--- config.mk ---
export PLATFORM = sky130hd
export DESIGN_NAME = ctge_top
export DESIGN_NICKNAME = d
export VERILOG_FILES = /design/src/design/ctge_pkg.sv /design/src/design/ctge_cross.sv /design/src/design/ctge_top.sv
export VERILOG_INCLUDE_DIRS = /design/src /design/src/design
export SDC_FILE = /design/constraint.sdc
export NUM_CORES = 1
export LEC_CHECK = 0
export ABC_AREA = 1
export CAP_MARGIN = 5
export CORE_ASPECT_RATIO = 0.9
export CORE_MARGIN = 2
export CORE_UTILIZATION = 58
export DETAILED_ROUTE_END_ITERATION = 12
export DONT_BUFFER_PORTS = 1
export PLACE_DENSITY = 0.87
export SYNTH_ARGS = -nofsm -noshare
export SYNTH_HDL_FRONTEND = slang
export SYNTH_SLANG_ARGS = --single-unit
--- constraint.sdc ---
create_clock -name aclk -period 2.75 [get_ports aclk]
set_input_delay 0.1375 -clock aclk [delete_from_list [all_inputs] [get_ports aclk]]
set_output_delay 0.1375 -clock aclk [all_outputs]
set_load 0.05 [all_outputs]
--- src/design/ctge_defs.svh ---
`ifndef CTGE_DEFS_SVH
`define CTGE_DEFS_SVH

// ***************************************************************
// register indices (byte address is four times the index)
// ***************************************************************
`define CTGE_ADDR_W 18
`define CTGE_IDX_CONTROL 16'h0001
`define CTGE_IDX_STATUS 16'h0002
`define CTGE_IDX_OR_MASK 16'h9e0c
`define CTGE_IDX_MODE 16'h9ea2
`define CTGE_IDX_LEVEL0 16'ha4d8
`define CTGE_IDX_LEVEL1 16'ha53c
`define CTGE_IDX_PULSE 16'hac45

// ***************************************************************
// reset values
// ***************************************************************
`define CTGE_RST_CONTROL 32'h00000000
`define CTGE_RST_OR_MASK 32'h00000000
`define CTGE_RST_MODE 32'h00000000
`define CTGE_RST_LEVEL 32'h00000000
`define CTGE_RST_PULSE 32'h00000000

// ***************************************************************
// field positions
// ***************************************************************
`define CTGE_MASK_CH0_BIT 0
`define CTGE_CTRL_RUN_BIT 0
`define CTGE_ST_GATE_BIT 0
`define CTGE_ST_ARMED_BIT 1
`define CTGE_ST_COUNT_BIT 2
`define CTGE_ST_RUN_BIT 3

// ***************************************************************
// mode codes and qualifier flags
// ***************************************************************
`define CTGE_MODE_RISE 32'h00000001
`define CTGE_MODE_FALL 32'h00000002
`define CTGE_MODE_ABOVE 32'h00000008
`define CTGE_MODE_BELOW 32'h00000010
`define CTGE_FLAG_ARM 32'h01000000
`define CTGE_FLAG_LONG 32'h04000000

// ***************************************************************
// pulse length floor and bus responses
// ***************************************************************
`define CTGE_PW_MIN 16'h0002
`define CTGE_RESP_OKAY 2'h0
`define CTGE_RESP_SLVERR 2'h2

`endif

--- src/design/ctge_pkg.sv ---
// ***************************************************************
// shared types
// ***************************************************************
package ctge_pkg;
    // decoded trigger mode
    typedef enum logic [2:0] {
        CTGE_OFF,
        CTGE_RISE,
        CTGE_FALL,
        CTGE_ABOVE,
        CTGE_BELOW,
        CTGE_RISE_ARM,
        CTGE_FALL_ARM,
        CTGE_RISE_LONG
    } ctge_kind_e;
endpackage

--- src/design/ctge_cross.sv ---
`timescale 1ns/1ps

// ***************************************************************
// level crossing detector
// ***************************************************************
module ctge_cross #(
    parameter int SAMPLE_W = 16
) (
    // clock and reset
    input wire logic aclk,
    input wire logic aresetn,
    // control
    input wire logic clear,
    input wire logic strobe,
    // sample and level
    input wire logic signed [SAMPLE_W-1:0] sample,
    input wire logic signed [SAMPLE_W-1:0] level,
    // one-sample crossing events
    output logic up,
    output logic down
);
    typedef struct packed {
        logic have_prev;
        logic prev_above;
    } ctge_cross_s;

    ctge_cross_s s;
    ctge_cross_s next_s;
    logic above;

    // compare current sample with the previous one against the level
    always_comb begin
        above = (sample >= level);
        up = strobe && s.have_prev && !s.prev_above && above;
        down = strobe && s.have_prev && s.prev_above && !above;
        next_s = s;
        if (clear) begin
            next_s.have_prev = 1'b0;
            next_s.prev_above = 1'b0;
        end else if (strobe) begin
            next_s.have_prev = 1'b1;
            next_s.prev_above = above;
        end
    end

    // history register
    always_ff @(posedge aclk) begin
        if (!aresetn) begin
            s <= '0;
        end else begin
            s <= next_s;
        end
    end
endmodule

--- src/design/ctge_top.sv ---
// Implementation choice: the AXI4-Lite register port.
`timescale 1ns/1ps
`include "ctge_defs.svh"

// Function
// - compare every sample against programmed levels
// - rising mode opens gate on upward crossing
// - rising mode closes gate on downward crossing
// - edge modes ignore level present at start
// - above mode gate follows sample at least level
// - level modes open immediately at start
// - falling mode opens down, closes up
// - below mode gate follows sample at most level
// - rising arm mode arms on secondary upcross
// - armed upcross opens and disarms, downcross closes
// - falling arm mode arms on secondary downcross
// - armed downcross opens and disarms, upcross closes
// - disarmed engine ignores opening trigger crossings, a closing one still closes
// - secondary level arms, primary level triggers
// - long pulse counts from upcross, early downcross cancels
// - long pulse opens at count, closes downcross
module ctge_top #(
    parameter int SAMPLE_W = 16,
    parameter int PW_W = 16
) (
    // clock and reset
    input wire logic aclk,
    input wire logic aresetn,
    // axi4-lite write address
    input wire logic [`CTGE_ADDR_W-1:0] s_axi_awaddr,
    input wire logic [2:0] s_axi_awprot,
    input wire logic s_axi_awvalid,
    output logic s_axi_awready,
    // axi4-lite write data
    input wire logic [31:0] s_axi_wdata,
    input wire logic [3:0] s_axi_wstrb,
    input wire logic s_axi_wvalid,
    output logic s_axi_wready,
    // axi4-lite write response
    output logic [1:0] s_axi_bresp,
    output logic s_axi_bvalid,
    input wire logic s_axi_bready,
    // axi4-lite read address
    input wire logic [`CTGE_ADDR_W-1:0] s_axi_araddr,
    input wire logic [2:0] s_axi_arprot,
    input wire logic s_axi_arvalid,
    output logic s_axi_arready,
    // axi4-lite read data
    output logic [31:0] s_axi_rdata,
    output logic [1:0] s_axi_rresp,
    output logic s_axi_rvalid,
    input wire logic s_axi_rready,
    // sample stream on aclk
    input wire logic sample_valid,
    input wire logic signed [SAMPLE_W-1:0] sample_data,
    // gate and engine state
    output logic gate_open,
    output logic gate_armed
);
    import ctge_pkg::*;

    // ***************************************************************
    // parameter checks
    // ***************************************************************
    if (SAMPLE_W < 2 || SAMPLE_W > 32) begin : g_bad_sample_w
        $error("sample width must be 2 to 32");
    end
    if (PW_W < 2 || PW_W > 16) begin : g_bad_pw_w
        $error("pulse counter width must be 2 to 16");
    end

    // ***************************************************************
    // state
    // ***************************************************************
    typedef struct packed {
        logic [31:0] or_mask;
        logic [31:0] mode;
        logic [31:0] level_primary;
        logic [31:0] level_secondary;
        logic [31:0] pulse_len;
        logic run;
        logic awready;
        logic wready;
        logic aw_have;
        logic w_have;
        logic [`CTGE_ADDR_W-1:0] awaddr;
        logic [31:0] wdata;
        logic [3:0] wstrb;
        logic bvalid;
        logic [1:0] bresp;
        logic arready;
        logic rvalid;
        logic [31:0] rdata;
        logic [1:0] rresp;
        logic gate;
        logic armed;
        logic counting;
        logic [PW_W-1:0] cnt;
    } ctge_state_s;

    ctge_state_s s;
    ctge_state_s next_s;

    logic live;
    logic strobe;
    logic clear;
    logic trig_up;
    logic trig_down;
    logic arm_up;
    logic arm_down;
    logic at_least;
    logic at_most;
    logic signed [SAMPLE_W-1:0] lvl_trig;
    logic signed [SAMPLE_W-1:0] lvl_arm;
    logic [PW_W-1:0] pw_eff;
    ctge_kind_e kind;

    // ***************************************************************
    // helpers
    // ***************************************************************
    // base code combined with qualifier flags
    function automatic ctge_kind_e kind_of(input logic [31:0] m);
        ctge_kind_e k;
        k = CTGE_OFF;
        case (m)
            `CTGE_MODE_RISE: k = CTGE_RISE;
            `CTGE_MODE_FALL: k = CTGE_FALL;
            `CTGE_MODE_ABOVE: k = CTGE_ABOVE;
            `CTGE_MODE_BELOW: k = CTGE_BELOW;
            (`CTGE_MODE_RISE | `CTGE_FLAG_ARM): k = CTGE_RISE_ARM;
            (`CTGE_MODE_FALL | `CTGE_FLAG_ARM): k = CTGE_FALL_ARM;
            (`CTGE_MODE_RISE | `CTGE_FLAG_LONG): k = CTGE_RISE_LONG;
            default: k = CTGE_OFF;
        endcase
        return k;
    endfunction

    // byte-lane merge of a register write
    function automatic logic [31:0] merge(input logic [31:0] old, input logic [31:0] d,
                                          input logic [3:0] strb);
        logic [31:0] r;
        r = old;
        for (int i = 0; i < 4; i++) begin
            if (strb[i]) begin
                r[i*8 +: 8] = d[i*8 +: 8];
            end
        end
        return r;
    endfunction

    // ***************************************************************
    // mode decode and level compare
    // ***************************************************************
    // engine runs only with the channel in the mask and run set
    assign kind = kind_of(s.mode);
    assign live = s.run && s.or_mask[`CTGE_MASK_CH0_BIT];
    assign strobe = live && sample_valid;
    assign clear = !live;
    assign lvl_trig = s.level_primary[SAMPLE_W-1:0];
    assign lvl_arm = s.level_secondary[SAMPLE_W-1:0];
    assign at_least = (sample_data >= lvl_trig);
    assign at_most = (sample_data <= lvl_trig);
    assign pw_eff = (s.pulse_len[PW_W-1:0] < PW_W'(`CTGE_PW_MIN)) ?
                    PW_W'(`CTGE_PW_MIN) : s.pulse_len[PW_W-1:0];

    // crossings of the trigger level
    ctge_cross #(
        .SAMPLE_W(SAMPLE_W)
    ) u_trig_cross (
        .aclk(aclk),
        .aresetn(aresetn),
        .clear(clear),
        .strobe(strobe),
        .sample(sample_data),
        .level(lvl_trig),
        .up(trig_up),
        .down(trig_down)
    );

    // crossings of the arming level
    ctge_cross #(
        .SAMPLE_W(SAMPLE_W)
    ) u_arm_cross (
        .aclk(aclk),
        .aresetn(aresetn),
        .clear(clear),
        .strobe(strobe),
        .sample(sample_data),
        .level(lvl_arm),
        .up(arm_up),
        .down(arm_down)
    );

    // ***************************************************************
    // next state
    // ***************************************************************
    always_comb begin
        next_s = s;

        // write address and data are taken independently
        if (s.awready && s_axi_awvalid) begin
            next_s.aw_have = 1'b1;
            next_s.awaddr = s_axi_awaddr;
        end
        if (s.wready && s_axi_wvalid) begin
            next_s.w_have = 1'b1;
            next_s.wdata = s_axi_wdata;
            next_s.wstrb = s_axi_wstrb;
        end
        if (s.bvalid && s_axi_bready) begin
            next_s.bvalid = 1'b0;
        end

        // perform the write once both halves are held
        if (s.aw_have && s.w_have && !s.bvalid) begin
            next_s.aw_have = 1'b0;
            next_s.w_have = 1'b0;
            next_s.bvalid = 1'b1;
            next_s.bresp = `CTGE_RESP_OKAY;
            case (s.awaddr[`CTGE_ADDR_W-1:2])
                `CTGE_IDX_CONTROL: begin
                    next_s.run = s.wstrb[`CTGE_CTRL_RUN_BIT / 8] ? s.wdata[`CTGE_CTRL_RUN_BIT] : s.run;
                end
                `CTGE_IDX_OR_MASK: next_s.or_mask = merge(s.or_mask, s.wdata, s.wstrb);
                `CTGE_IDX_MODE: next_s.mode = merge(s.mode, s.wdata, s.wstrb);
                `CTGE_IDX_LEVEL0: next_s.level_primary = merge(s.level_primary, s.wdata, s.wstrb);
                `CTGE_IDX_LEVEL1: next_s.level_secondary = merge(s.level_secondary, s.wdata, s.wstrb);
                `CTGE_IDX_PULSE: next_s.pulse_len = merge(s.pulse_len, s.wdata, s.wstrb);
                `CTGE_IDX_STATUS: next_s.bresp = `CTGE_RESP_OKAY; // read-only, write ignored
                default: next_s.bresp = `CTGE_RESP_SLVERR;
            endcase
        end
        next_s.awready = !next_s.aw_have;
        next_s.wready = !next_s.w_have;

        // read path: data registered at the accepting edge
        if (s.rvalid && s_axi_rready) begin
            next_s.rvalid = 1'b0;
        end
        if (s.arready && s_axi_arvalid) begin
            next_s.rvalid = 1'b1;
            next_s.rresp = `CTGE_RESP_OKAY;
            next_s.rdata = 32'h00000000;
            case (s_axi_araddr[`CTGE_ADDR_W-1:2])
                `CTGE_IDX_CONTROL: next_s.rdata[`CTGE_CTRL_RUN_BIT] = s.run;
                `CTGE_IDX_STATUS: begin
                    next_s.rdata[`CTGE_ST_GATE_BIT] = s.gate;
                    next_s.rdata[`CTGE_ST_ARMED_BIT] = s.armed;
                    next_s.rdata[`CTGE_ST_COUNT_BIT] = s.counting;
                    next_s.rdata[`CTGE_ST_RUN_BIT] = s.run;
                end
                `CTGE_IDX_OR_MASK: next_s.rdata = s.or_mask;
                `CTGE_IDX_MODE: next_s.rdata = s.mode;
                `CTGE_IDX_LEVEL0: next_s.rdata = s.level_primary;
                `CTGE_IDX_LEVEL1: next_s.rdata = s.level_secondary;
                `CTGE_IDX_PULSE: next_s.rdata = s.pulse_len;
                default: next_s.rresp = `CTGE_RESP_SLVERR;
            endcase
        end
        next_s.arready = !next_s.rvalid;

        // trigger engine, one step per sample
        if (!live) begin
            next_s.gate = 1'b0;
            next_s.armed = 1'b0;
            next_s.counting = 1'b0;
            next_s.cnt = '0;
        end else if (sample_valid) begin
            case (kind)
                CTGE_RISE: begin
                    if (trig_up) begin
                        next_s.gate = 1'b1;
                    end else if (trig_down) begin
                        next_s.gate = 1'b0;
                    end
                end
                CTGE_FALL: begin
                    if (trig_down) begin
                        next_s.gate = 1'b1;
                    end else if (trig_up) begin
                        next_s.gate = 1'b0;
                    end
                end
                CTGE_ABOVE: begin
                    next_s.gate = at_least;
                end
                CTGE_BELOW: begin
                    next_s.gate = at_most;
                end
                CTGE_RISE_ARM: begin
                    if (s.armed && trig_up) begin
                        next_s.gate = 1'b1;
                    end else if (trig_down) begin
                        next_s.gate = 1'b0;
                    end
                    // a new arming crossing wins over the disarm
                    next_s.armed = arm_up || (s.armed && !trig_up);
                end
                CTGE_FALL_ARM: begin
                    if (s.armed && trig_down) begin
                        next_s.gate = 1'b1;
                    end else if (trig_up) begin
                        next_s.gate = 1'b0;
                    end
                    next_s.armed = arm_down || (s.armed && !trig_down);
                end
                CTGE_RISE_LONG: begin
                    if (trig_down) begin
                        next_s.gate = 1'b0;
                        next_s.counting = 1'b0;
                        next_s.cnt = '0;
                    end else if (trig_up && !s.gate) begin
                        next_s.counting = 1'b1;
                        next_s.cnt = PW_W'(1);
                    end else if (s.counting) begin
                        if (s.cnt + PW_W'(1) >= pw_eff) begin
                            next_s.gate = 1'b1;
                            next_s.counting = 1'b0;
                            next_s.cnt = '0;
                        end else begin
                            next_s.cnt = s.cnt + PW_W'(1);
                        end
                    end
                end
                default: begin
                    next_s.gate = 1'b0;
                    next_s.armed = 1'b0;
                    next_s.counting = 1'b0;
                    next_s.cnt = '0;
                end
            endcase
        end
    end

    // ***************************************************************
    // state register
    // ***************************************************************
    always_ff @(posedge aclk) begin
        if (!aresetn) begin
            s <= '0;
            s.or_mask <= `CTGE_RST_OR_MASK;
            s.mode <= `CTGE_RST_MODE;
            s.level_primary <= `CTGE_RST_LEVEL;
            s.level_secondary <= `CTGE_RST_LEVEL;
            s.pulse_len <= `CTGE_RST_PULSE;
            s.run <= 1'(`CTGE_RST_CONTROL >> `CTGE_CTRL_RUN_BIT);
            s.awready <= 1'b1;
            s.wready <= 1'b1;
            s.arready <= 1'b1;
        end else begin
            s <= next_s;
        end
    end

    // ***************************************************************
    // outputs straight from the state register
    // ***************************************************************
    assign s_axi_awready = s.awready;
    assign s_axi_wready = s.wready;
    assign s_axi_bvalid = s.bvalid;
    assign s_axi_bresp = s.bresp;
    assign s_axi_arready = s.arready;
    assign s_axi_rvalid = s.rvalid;
    assign s_axi_rdata = s.rdata;
    assign s_axi_rresp = s.rresp;
    assign gate_open = s.gate;
    assign gate_armed = s.armed;
endmodule

==> results.json, run 1 <==
{
  "powerDensity_mw_per_mm2": 557,
  "place.gp.congestion": 0.963,
  "endpoint_kind": "flop",
  "fin_total_pwr_mw": 8.74,
  "first_pass_iters": 6,
  "netlist.area_leader.share": 0.409,
  "reg2reg_depth": 23,
  "cp_max_fo": 3,
  "synth_compound_area_frac": 0.213,
  "cts_made_buffers": 27,
  "synth.yosys.warnings": 0,
  "die_h_um": 149,
  "ant_nets": 0,
  "rsz0062_at_grt": "true",
  "h-tree-depth": 1,
  "dp_hpwl_um": 26300,
  "synth_cells": 1860,
  "synth_ff_type": "dfxtp_1",
  "p_leak_nw": 6.27,
  "synthMuxAreaShare": 0,
  "avgSynthCellArea_um2": 7.26,
  "synthDistinctLibCells": 37,
  "synthXorXnorAreaFrac": 0.00908,
  "crit_path_max_incr_delay_ns": 0.38,
  "syn2layout_area_growth_pct": 16.2,
  "synth.area.top_cells": "dfxtp_1 (41%), nor2_1 (8.0%), inv_1 (7.7%)",
  "outcome": "finished with violations",
  "ir_drop_uv": 570,
  "hold_depth": 5,
  "synth-async-reset-ratio": 0,
  "hold_viol": 0,
  "io-pin-count": 145,
  "ys_ff_latch": 276,
  "holdCritPathClass": "input pin to flop",
  "routedWlPerCell_um": 17.9,
  "ctsLongestPathBuffers": 3,
  "synth-simple-area-share": 0.199,
  "grt_max_degree": 153,
  "synth_top_family_by_area": "compound AO/OA/AOI/OAI gates",
  "cp_top_family": "simple AND/OR/NAND/NOR gates",
  "start_kind": "flop",
  "yosysMostFrequentCell": "nor2_1",
  "path_cells": "ha_4 -> nand3_4 -> nor3_4 -> nand3_2 -> nor3_4 -> nand3_2 -> xor2_1 -> inv_1 -> ha_1 -> nand2_1 -> nor2_2 -> nand4_1 -> buf_4 -> inv_2 -> nand2_2 -> nand2_2 -> nor2_4 -> buf_6 -> o211ai_1 -> nand3_1 -> nor2_1 -> nand2_1 -> a21oi_1",
  "violations": "setup timing",
  "drtIter0Drc": 1446,
  "synthAdderAreaFrac": 0.0454,
  "die_w_um": 165,
  "relSlewSlack": 0.256,
  "synth_edf_count": 0,
  "clk_pin_slew_worst_paths_ns": 0.06,
  "finalNetCount": 2067,
  "fin_worst_skew_ns": 0.0170,
  "final_util": 0.693,
  "hp-start": "aresetn",
  "gr-usage-all-layers": 0.315,
  "post-route-drc-count": 0,
  "insertion_delay_ns": 0.55,
  "setup_violations": 18,
  "antenna_found_initial": 0,
  "ys_seq_area_frac": 0.409,
  "worst_pin_slew_ns": 1.12,
  "vias": 13200,
  "setup_slack_ns": -0.689,
  "synth_area_mm2": 0.0135,
  "start_util": 0.596,
  "grt_pass1_vias": 12200,
  "crit_type": "flop to flop",
  "post-route-period-util": 1.25,
  "required_ns": 3.22,
  "drt_wl_total_um": 40000,
  "cts.sinks": 276,
  "grt_pass1_wl_um": 62200,
  "r2r_end": "gate_open",
  "io_buffers": 0,
  "antenna_cells": 0,
  "slew_viol_final": 0,
  "coreArea_mm2": 0.0226,
  "die_area_mm2": 0.0245,
  "rows": 52,
  "grt-ovfl-total": 0,
  "arrival_ns": 3.91,
  "ff2ff_setup_slack_ns": -0.69,
  "period_needed_ns": 3.44,
  "via_per_inst": 5.90,
  "cap_viol_max_count": 0,
  "yosys.area.top_type": "dfxtp_1",
  "worst-path-buf-inv": 4,
  "tritoncts": "done",
  "netlist_top_cells_count": "nor2_1 (287), dfxtp_1 (276), inv_1 (276)",
  "clk_root_buffer_cell": "clkbuf_16",
  "r2r-start": "s[1]",
  "min_to": "s[8]",
  "crit_slowest_cell": "dfxtp_4",
  "drive_above_1_share": 0.104,
  "timing.fmax_ghz": 0.291
}
## where the power goes
| part | internal, mW | switching, mW | leakage [nW] | total, mW |
|---|---|---|---|---|
| clock network | 2.26 | 1.56 | 0.452 | 3.82 |
| logic | 0.213 | 0.390 | 3.58 | 0.602 |
| registers | 4.10 | 0.217 | 2.24 | 4.32 |
| total | 6.57 | 2.17 | 6.27 | 8.74 |
## worst max-delay path by stage
| stage | cells past startpoint | start | to | slack, ns |
|---|---|---|---|---|
| after CTS | 20 | s[1] | gate_open | -0.40 |
| final | 23 | s[1] | gate_open | -0.69 |
| after global routing | 23 | s[1] | gate_open | -0.92 |
| after floorplan | 21 | s[0] | s[6] | -0.13 |
| after global placement | 20 | s[0] | gate_open | -0.34 |
| after detailed placement | 19 | s[0] | gate_open | -0.48 |
## worst reg2reg max path: stages, from the launching register on
cell	delay, ns
dfxtp_4	0.38
ha_4	0.16
nand3_4	0.10
nor3_4	0.21
nand3_2	0.14
nor3_4	0.22
nand3_2	0.11
xor2_1	0.14
inv_1	0.08
ha_1	0.28
nand2_1	0.07
nor2_2	0.13
nand4_1	0.21
buf_4	0.20
inv_2	0.05
nand2_2	0.07
nand2_2	0.12
nor2_4	0.06
buf_6	0.13
o211ai_1	0.15
nand3_1	0.11
nor2_1	0.10
nand2_1	0.05
a21oi_1	0.10
## final cells by class
type | instances | area (µm²)
multi-input combinational | 1184 | 6510
sequential | 276 | 5540
fill | 1729 | 6960
clock buffer | 36 | 779
tap | 297 | 372
inverter | 284 | 1070
timing repair buffer | 143 | 1290
clock inverter | 10 | 135
## cell usage in the layout (no fill, tap or decap), types with 9 or more instances in the layout
cell / n
dlygate4sd3_1: 60
nor3_1: 42
clkbuf_16: 27
ha_1: 48
nand2_2: 9
nor2_1: 284
nand4_1: 31
inv_1: 274
dfxtp_1: 272
nand2_1: 146
o22ai_1: 61
a211oi_1: 91
nand3_2: 12
nand3_1: 48
a21oi_1: 136
inv_2: 9
o21ai_0: 194
xor2_1: 12
buf_4: 77
## through the flow
step	std cells	setup TNS (ns)	worst slack [ns]	hold slack [ns]	cell area (µm²)
after floorplan	1861	-1.41	-0.134	0.267	13600
after global placement	2110	-4.56	-0.343	0.271	13900
after detailed placement	2110	-6.81	-0.480	0.276	13900
after CTS	2229	-5.02	-0.402	0.0107	15600
after global routing	2230	-14.52	-0.920	0.0165	15700
final	2230	-10.40	-0.689	0.0178	15700
## registers in the layout, indices dropped and copies added, names as in the netlist
| register | flops |
|---|---|
| s | 200 |
| lvl_trig | 16 |
| s_axi_rresp | 1 |
| gate_armed | 1 |
| lvl_arm | 16 |
| u_arm_cross.s | 1 |
| s_axi_bvalid | 1 |
| s_axi_arready | 1 |
| s_axi_awready | 1 |
| u_trig_cross.s | 2 |
| gate_open | 1 |
| s_axi_rvalid | 1 |
| s_axi_wready | 1 |
| s_axi_rdata | 32 |
| s_axi_bresp | 1 |
## metal layers
metal	global-route usage	wire, µm	vias to the layer above
li1	-	-	6278
met1	0.405	16400	6059
met2	0.526	18400	687
met3	0.0498	3260	132
met4	0.136	1920	0
met5	0	0	-
## cell families after synthesis
logic type / Yosys count
simple gates: 613
compound gates: 506
xor+xnor: 14
flops: 276
fa+ha+maj: 49
buf+inv: 401
other cells: 1
## what timing repair did
| item | in CTS | in global routing |
|---|---|---|
| pin swaps | 7 | 8 |
| buffers inserted | 12 | 2 |
| hold buffers | 61 | 0 |
| endpoints found under the hold margin | 163 | 0 |
| resized for setup | 15 | 22 |
| endpoints found under the setup margin | 18 | 18 |
Power figures use the tool's default switching activity.
==> inputs of run 2 (changes only) <==
- CORE_UTILIZATION: 58 -> 64
- PLACE_DENSITY: 0.87 -> 0.91
- clock period: 2.75 -> 3.3 ns (I/O delays scaled with it)
==> run 2 against run 1 <==
The flow still finishes with violations (setup timing). Register-to-register slack better by 0.62 ns. Critical path depth down 6. Worst hold slack better by 0.078 ns. Sequential power down 17%. Power down 17%. Count of clock-buffer cells in the layout down 3. Utilization up 3.9 points. Die area down 9.1%. Non-clock buffer count down 50. Clock skew down 0.0018 ns. Largest power group unchanged.
==> results.json, run 2 (synthesis results as in run 1) <==
{
  "outcome": "finished with violations",
  "violations": "setup timing",
  "h-tree-depth": 1,
  "place.gp.congestion": 0.971,
  "io-pin-count": 145,
  "start_kind": "flop",
  "die_h_um": 142,
  "final_common_cell": "nor2_1",
  "syn2layout_area_growth_pct": 12.5,
  "powerDensity_mw_per_mm2": 479,
  "slew_viol_final": 0,
  "finalNetCount": 2017,
  "tritoncts": "done",
  "rows": 50,
  "p_leak_nw": 5.99,
  "grt_max_degree": 153,
  "ctsLongestPathBuffers": 3,
  "cap_viol_max_count": 0,
  "hold_slack_ns": 0.0957,
  "place_ws_ns": -0.00285,
  "via_per_inst": 6.03,
  "holdCritPathClass": "input pin to flop",
  "antenna_found_initial": 0,
  "nFillCells": 1502,
  "arrival_ns": 3.85,
  "post-route-period-util": 1.02,
  "grt_pass1_vias": 12500,
  "largest_register_ffs": 200,
  "die_w_um": 157,
  "layout_common_cells": "nor2_1 (285), inv_1 (274), dfxtp_1 (273)",
  "crit_path_max_incr_delay_ns": 0.38,
  "startpoint": "s[1]",
  "crit_slowest_cell": "dfxtp_4",
  "path_cells": "nand3_2 -> buf_4 -> or2_2 -> nor3_1 -> xor2_1 -> inv_1 -> ha_1 -> a21oi_1 -> o21ai_1 -> a21oi_1 -> nand2_2 -> nor2_4 -> nand3_2 -> nor3_4 -> buf_4 -> a21oi_1 -> nor2_1",
  "ant_nets": 0,
  "antenna_cells": 0,
  "die_area_mm2": 0.0223,
  "relSlewSlack": 0.249,
  "ir_drop_uv": 382,
  "gr-usage-all-layers": 0.337,
  "clk_pin_slew_worst_paths_ns": 0.07,
  "regMostFlops": "s",
  "vias": 13100,
  "drive_above_1_share": 0.0764,
  "drtIter0Drc": 1301,
  "timing.fmax_ghz": 0.297,
  "r2r-start": "s[1]",
  "start_util": 0.650,
  "fin_worst_skew_ns": 0.0152,
  "setup_violations": 13,
  "hp-start": "s_axi_arvalid",
  "cp_max_fo": 6,
  "insertion_delay_ns": 0.55,
  "period_needed_ns": 3.37,
  "drt_wl_total_um": 39000,
  "required_ns": 3.78,
  "crit_type": "flop to flop",
  "routedWlPerCell_um": 17.9,
  "first_pass_iters": 6,
  "hold_viol": 0,
  "coreArea_mm2": 0.0208,
  "cts_made_buffers": 27,
  "post-route-drc-count": 0,
  "rsz0062_at_grt": "true",
  "endpoint_kind": "flop",
  "io_buffers": 0,
  "worst_pin_slew_ns": 1.12,
  "cts.sinks": 276,
  "clk_root_buffer_cell": "clkbuf_16",
  "grt_pass1_wl_um": 60900,
  "setup_slack_ns": -0.0716,
  "cp_common_cell": "a21oi_1",
  "dp_hpwl_um": 25800,
  "grt-ovfl-total": 0
}
## run 2: cell types whose count changed in the layout (fill, tap and decap cells not counted), moves of 3 or more
cell,before,now
a21oi_1,136,139
clkbuf_8,7,1
buf_12,3,0
clkbuf_1,2,5
inv_6,1,4
buf_4,77,33
clkinv_2,4,7
## run 2: through the flow
stage	TNS [ns]	cell area, µm²	utilization	total power [mW]	instances
after floorplan	0	13500	-	4.00	1861
after global placement	0	13500	0.649	4.05	2059
after detailed placement	-0.00285	13500	0.649	4.06	2059
after CTS	0	15000	0.723	7.25	2167
after global routing	-3.35	15200	0.732	7.47	2172
final	-0.436	15200	0.732	7.28	2172
## run 2: area by class of cell
| cell class | instances | area (µm²) | share of cell area |
|---|---|---|---|
| Clock inverter | 16 | 199 | 0.0131 |
| Sequential cell | 276 | 5540 | 0.364 |
| Tap cell | 286 | 358 | 0.0236 |
| Clock buffer | 33 | 708 | 0.0466 |
| Timing Repair Buffer | 93 | 867 | 0.0571 |
| Inverter | 284 | 1070 | 0.0702 |
| Multi-Input combinational cell | 1184 | 6460 | 0.425 |
## run 2: critical path, delay by kind of cell, from the launching register on
family | cells | cell delay [ns]
AO/OA/AOI/OAI | 4 | 0.47
XOR/XNOR | 1 | 0.30
adder cells (fa/ha/maj) | 1 | 0.31
buffers and inverters | 3 | 0.42
flip-flops | 1 | 0.38
AND/OR/NAND/NOR | 8 | 1.42
## run 2: power by group
part	leakage [nW]	internal (mW)	switching [mW]
Clock	0.452	1.85	1.34
Combinational	3.30	0.169	0.321
Sequential	2.24	3.42	0.183
Total	5.99	5.44	1.84
## run 2: per-layer routing
| layer | GRT usage | routed length (µm) | vias up |
|---|---|---|---|
| li1 | - | - | 6176 |
| met1 | 0.437 | 15500 | 6017 |
| met2 | 0.544 | 17900 | 749 |
| met3 | 0.0641 | 3590 | 160 |
| met4 | 0.160 | 1940 | 0 |
| met5 | 0 | 0 | - |
## run 2: path summary, 6_finish.rpt
| kind | endpoint | slack (ns) | cells after the start |
|---|---|---|---|
| worst min-delay path | s_axi_rdata[1] | 0.1 | 3 |
| worst min register to register | s[139] | 0.46 | 2 |
| worst max register to register | s[13] | -0.07 | 17 |
| worst max-delay path | s[13] | -0.07 | 17 |
## run 2: what timing repair did
| item | CTS | global route |
|---|---|---|
| setup endpoints to repair | 13 | 17 |
| endpoints found under the hold margin | 162 | 0 |
| buffers inserted | 0 | 4 |
| hold buffers | 59 | 0 |
| gates resized for setup | 2 | 35 |
| gates cloned | 0 | 1 |
| pin swaps | 0 | 23 |
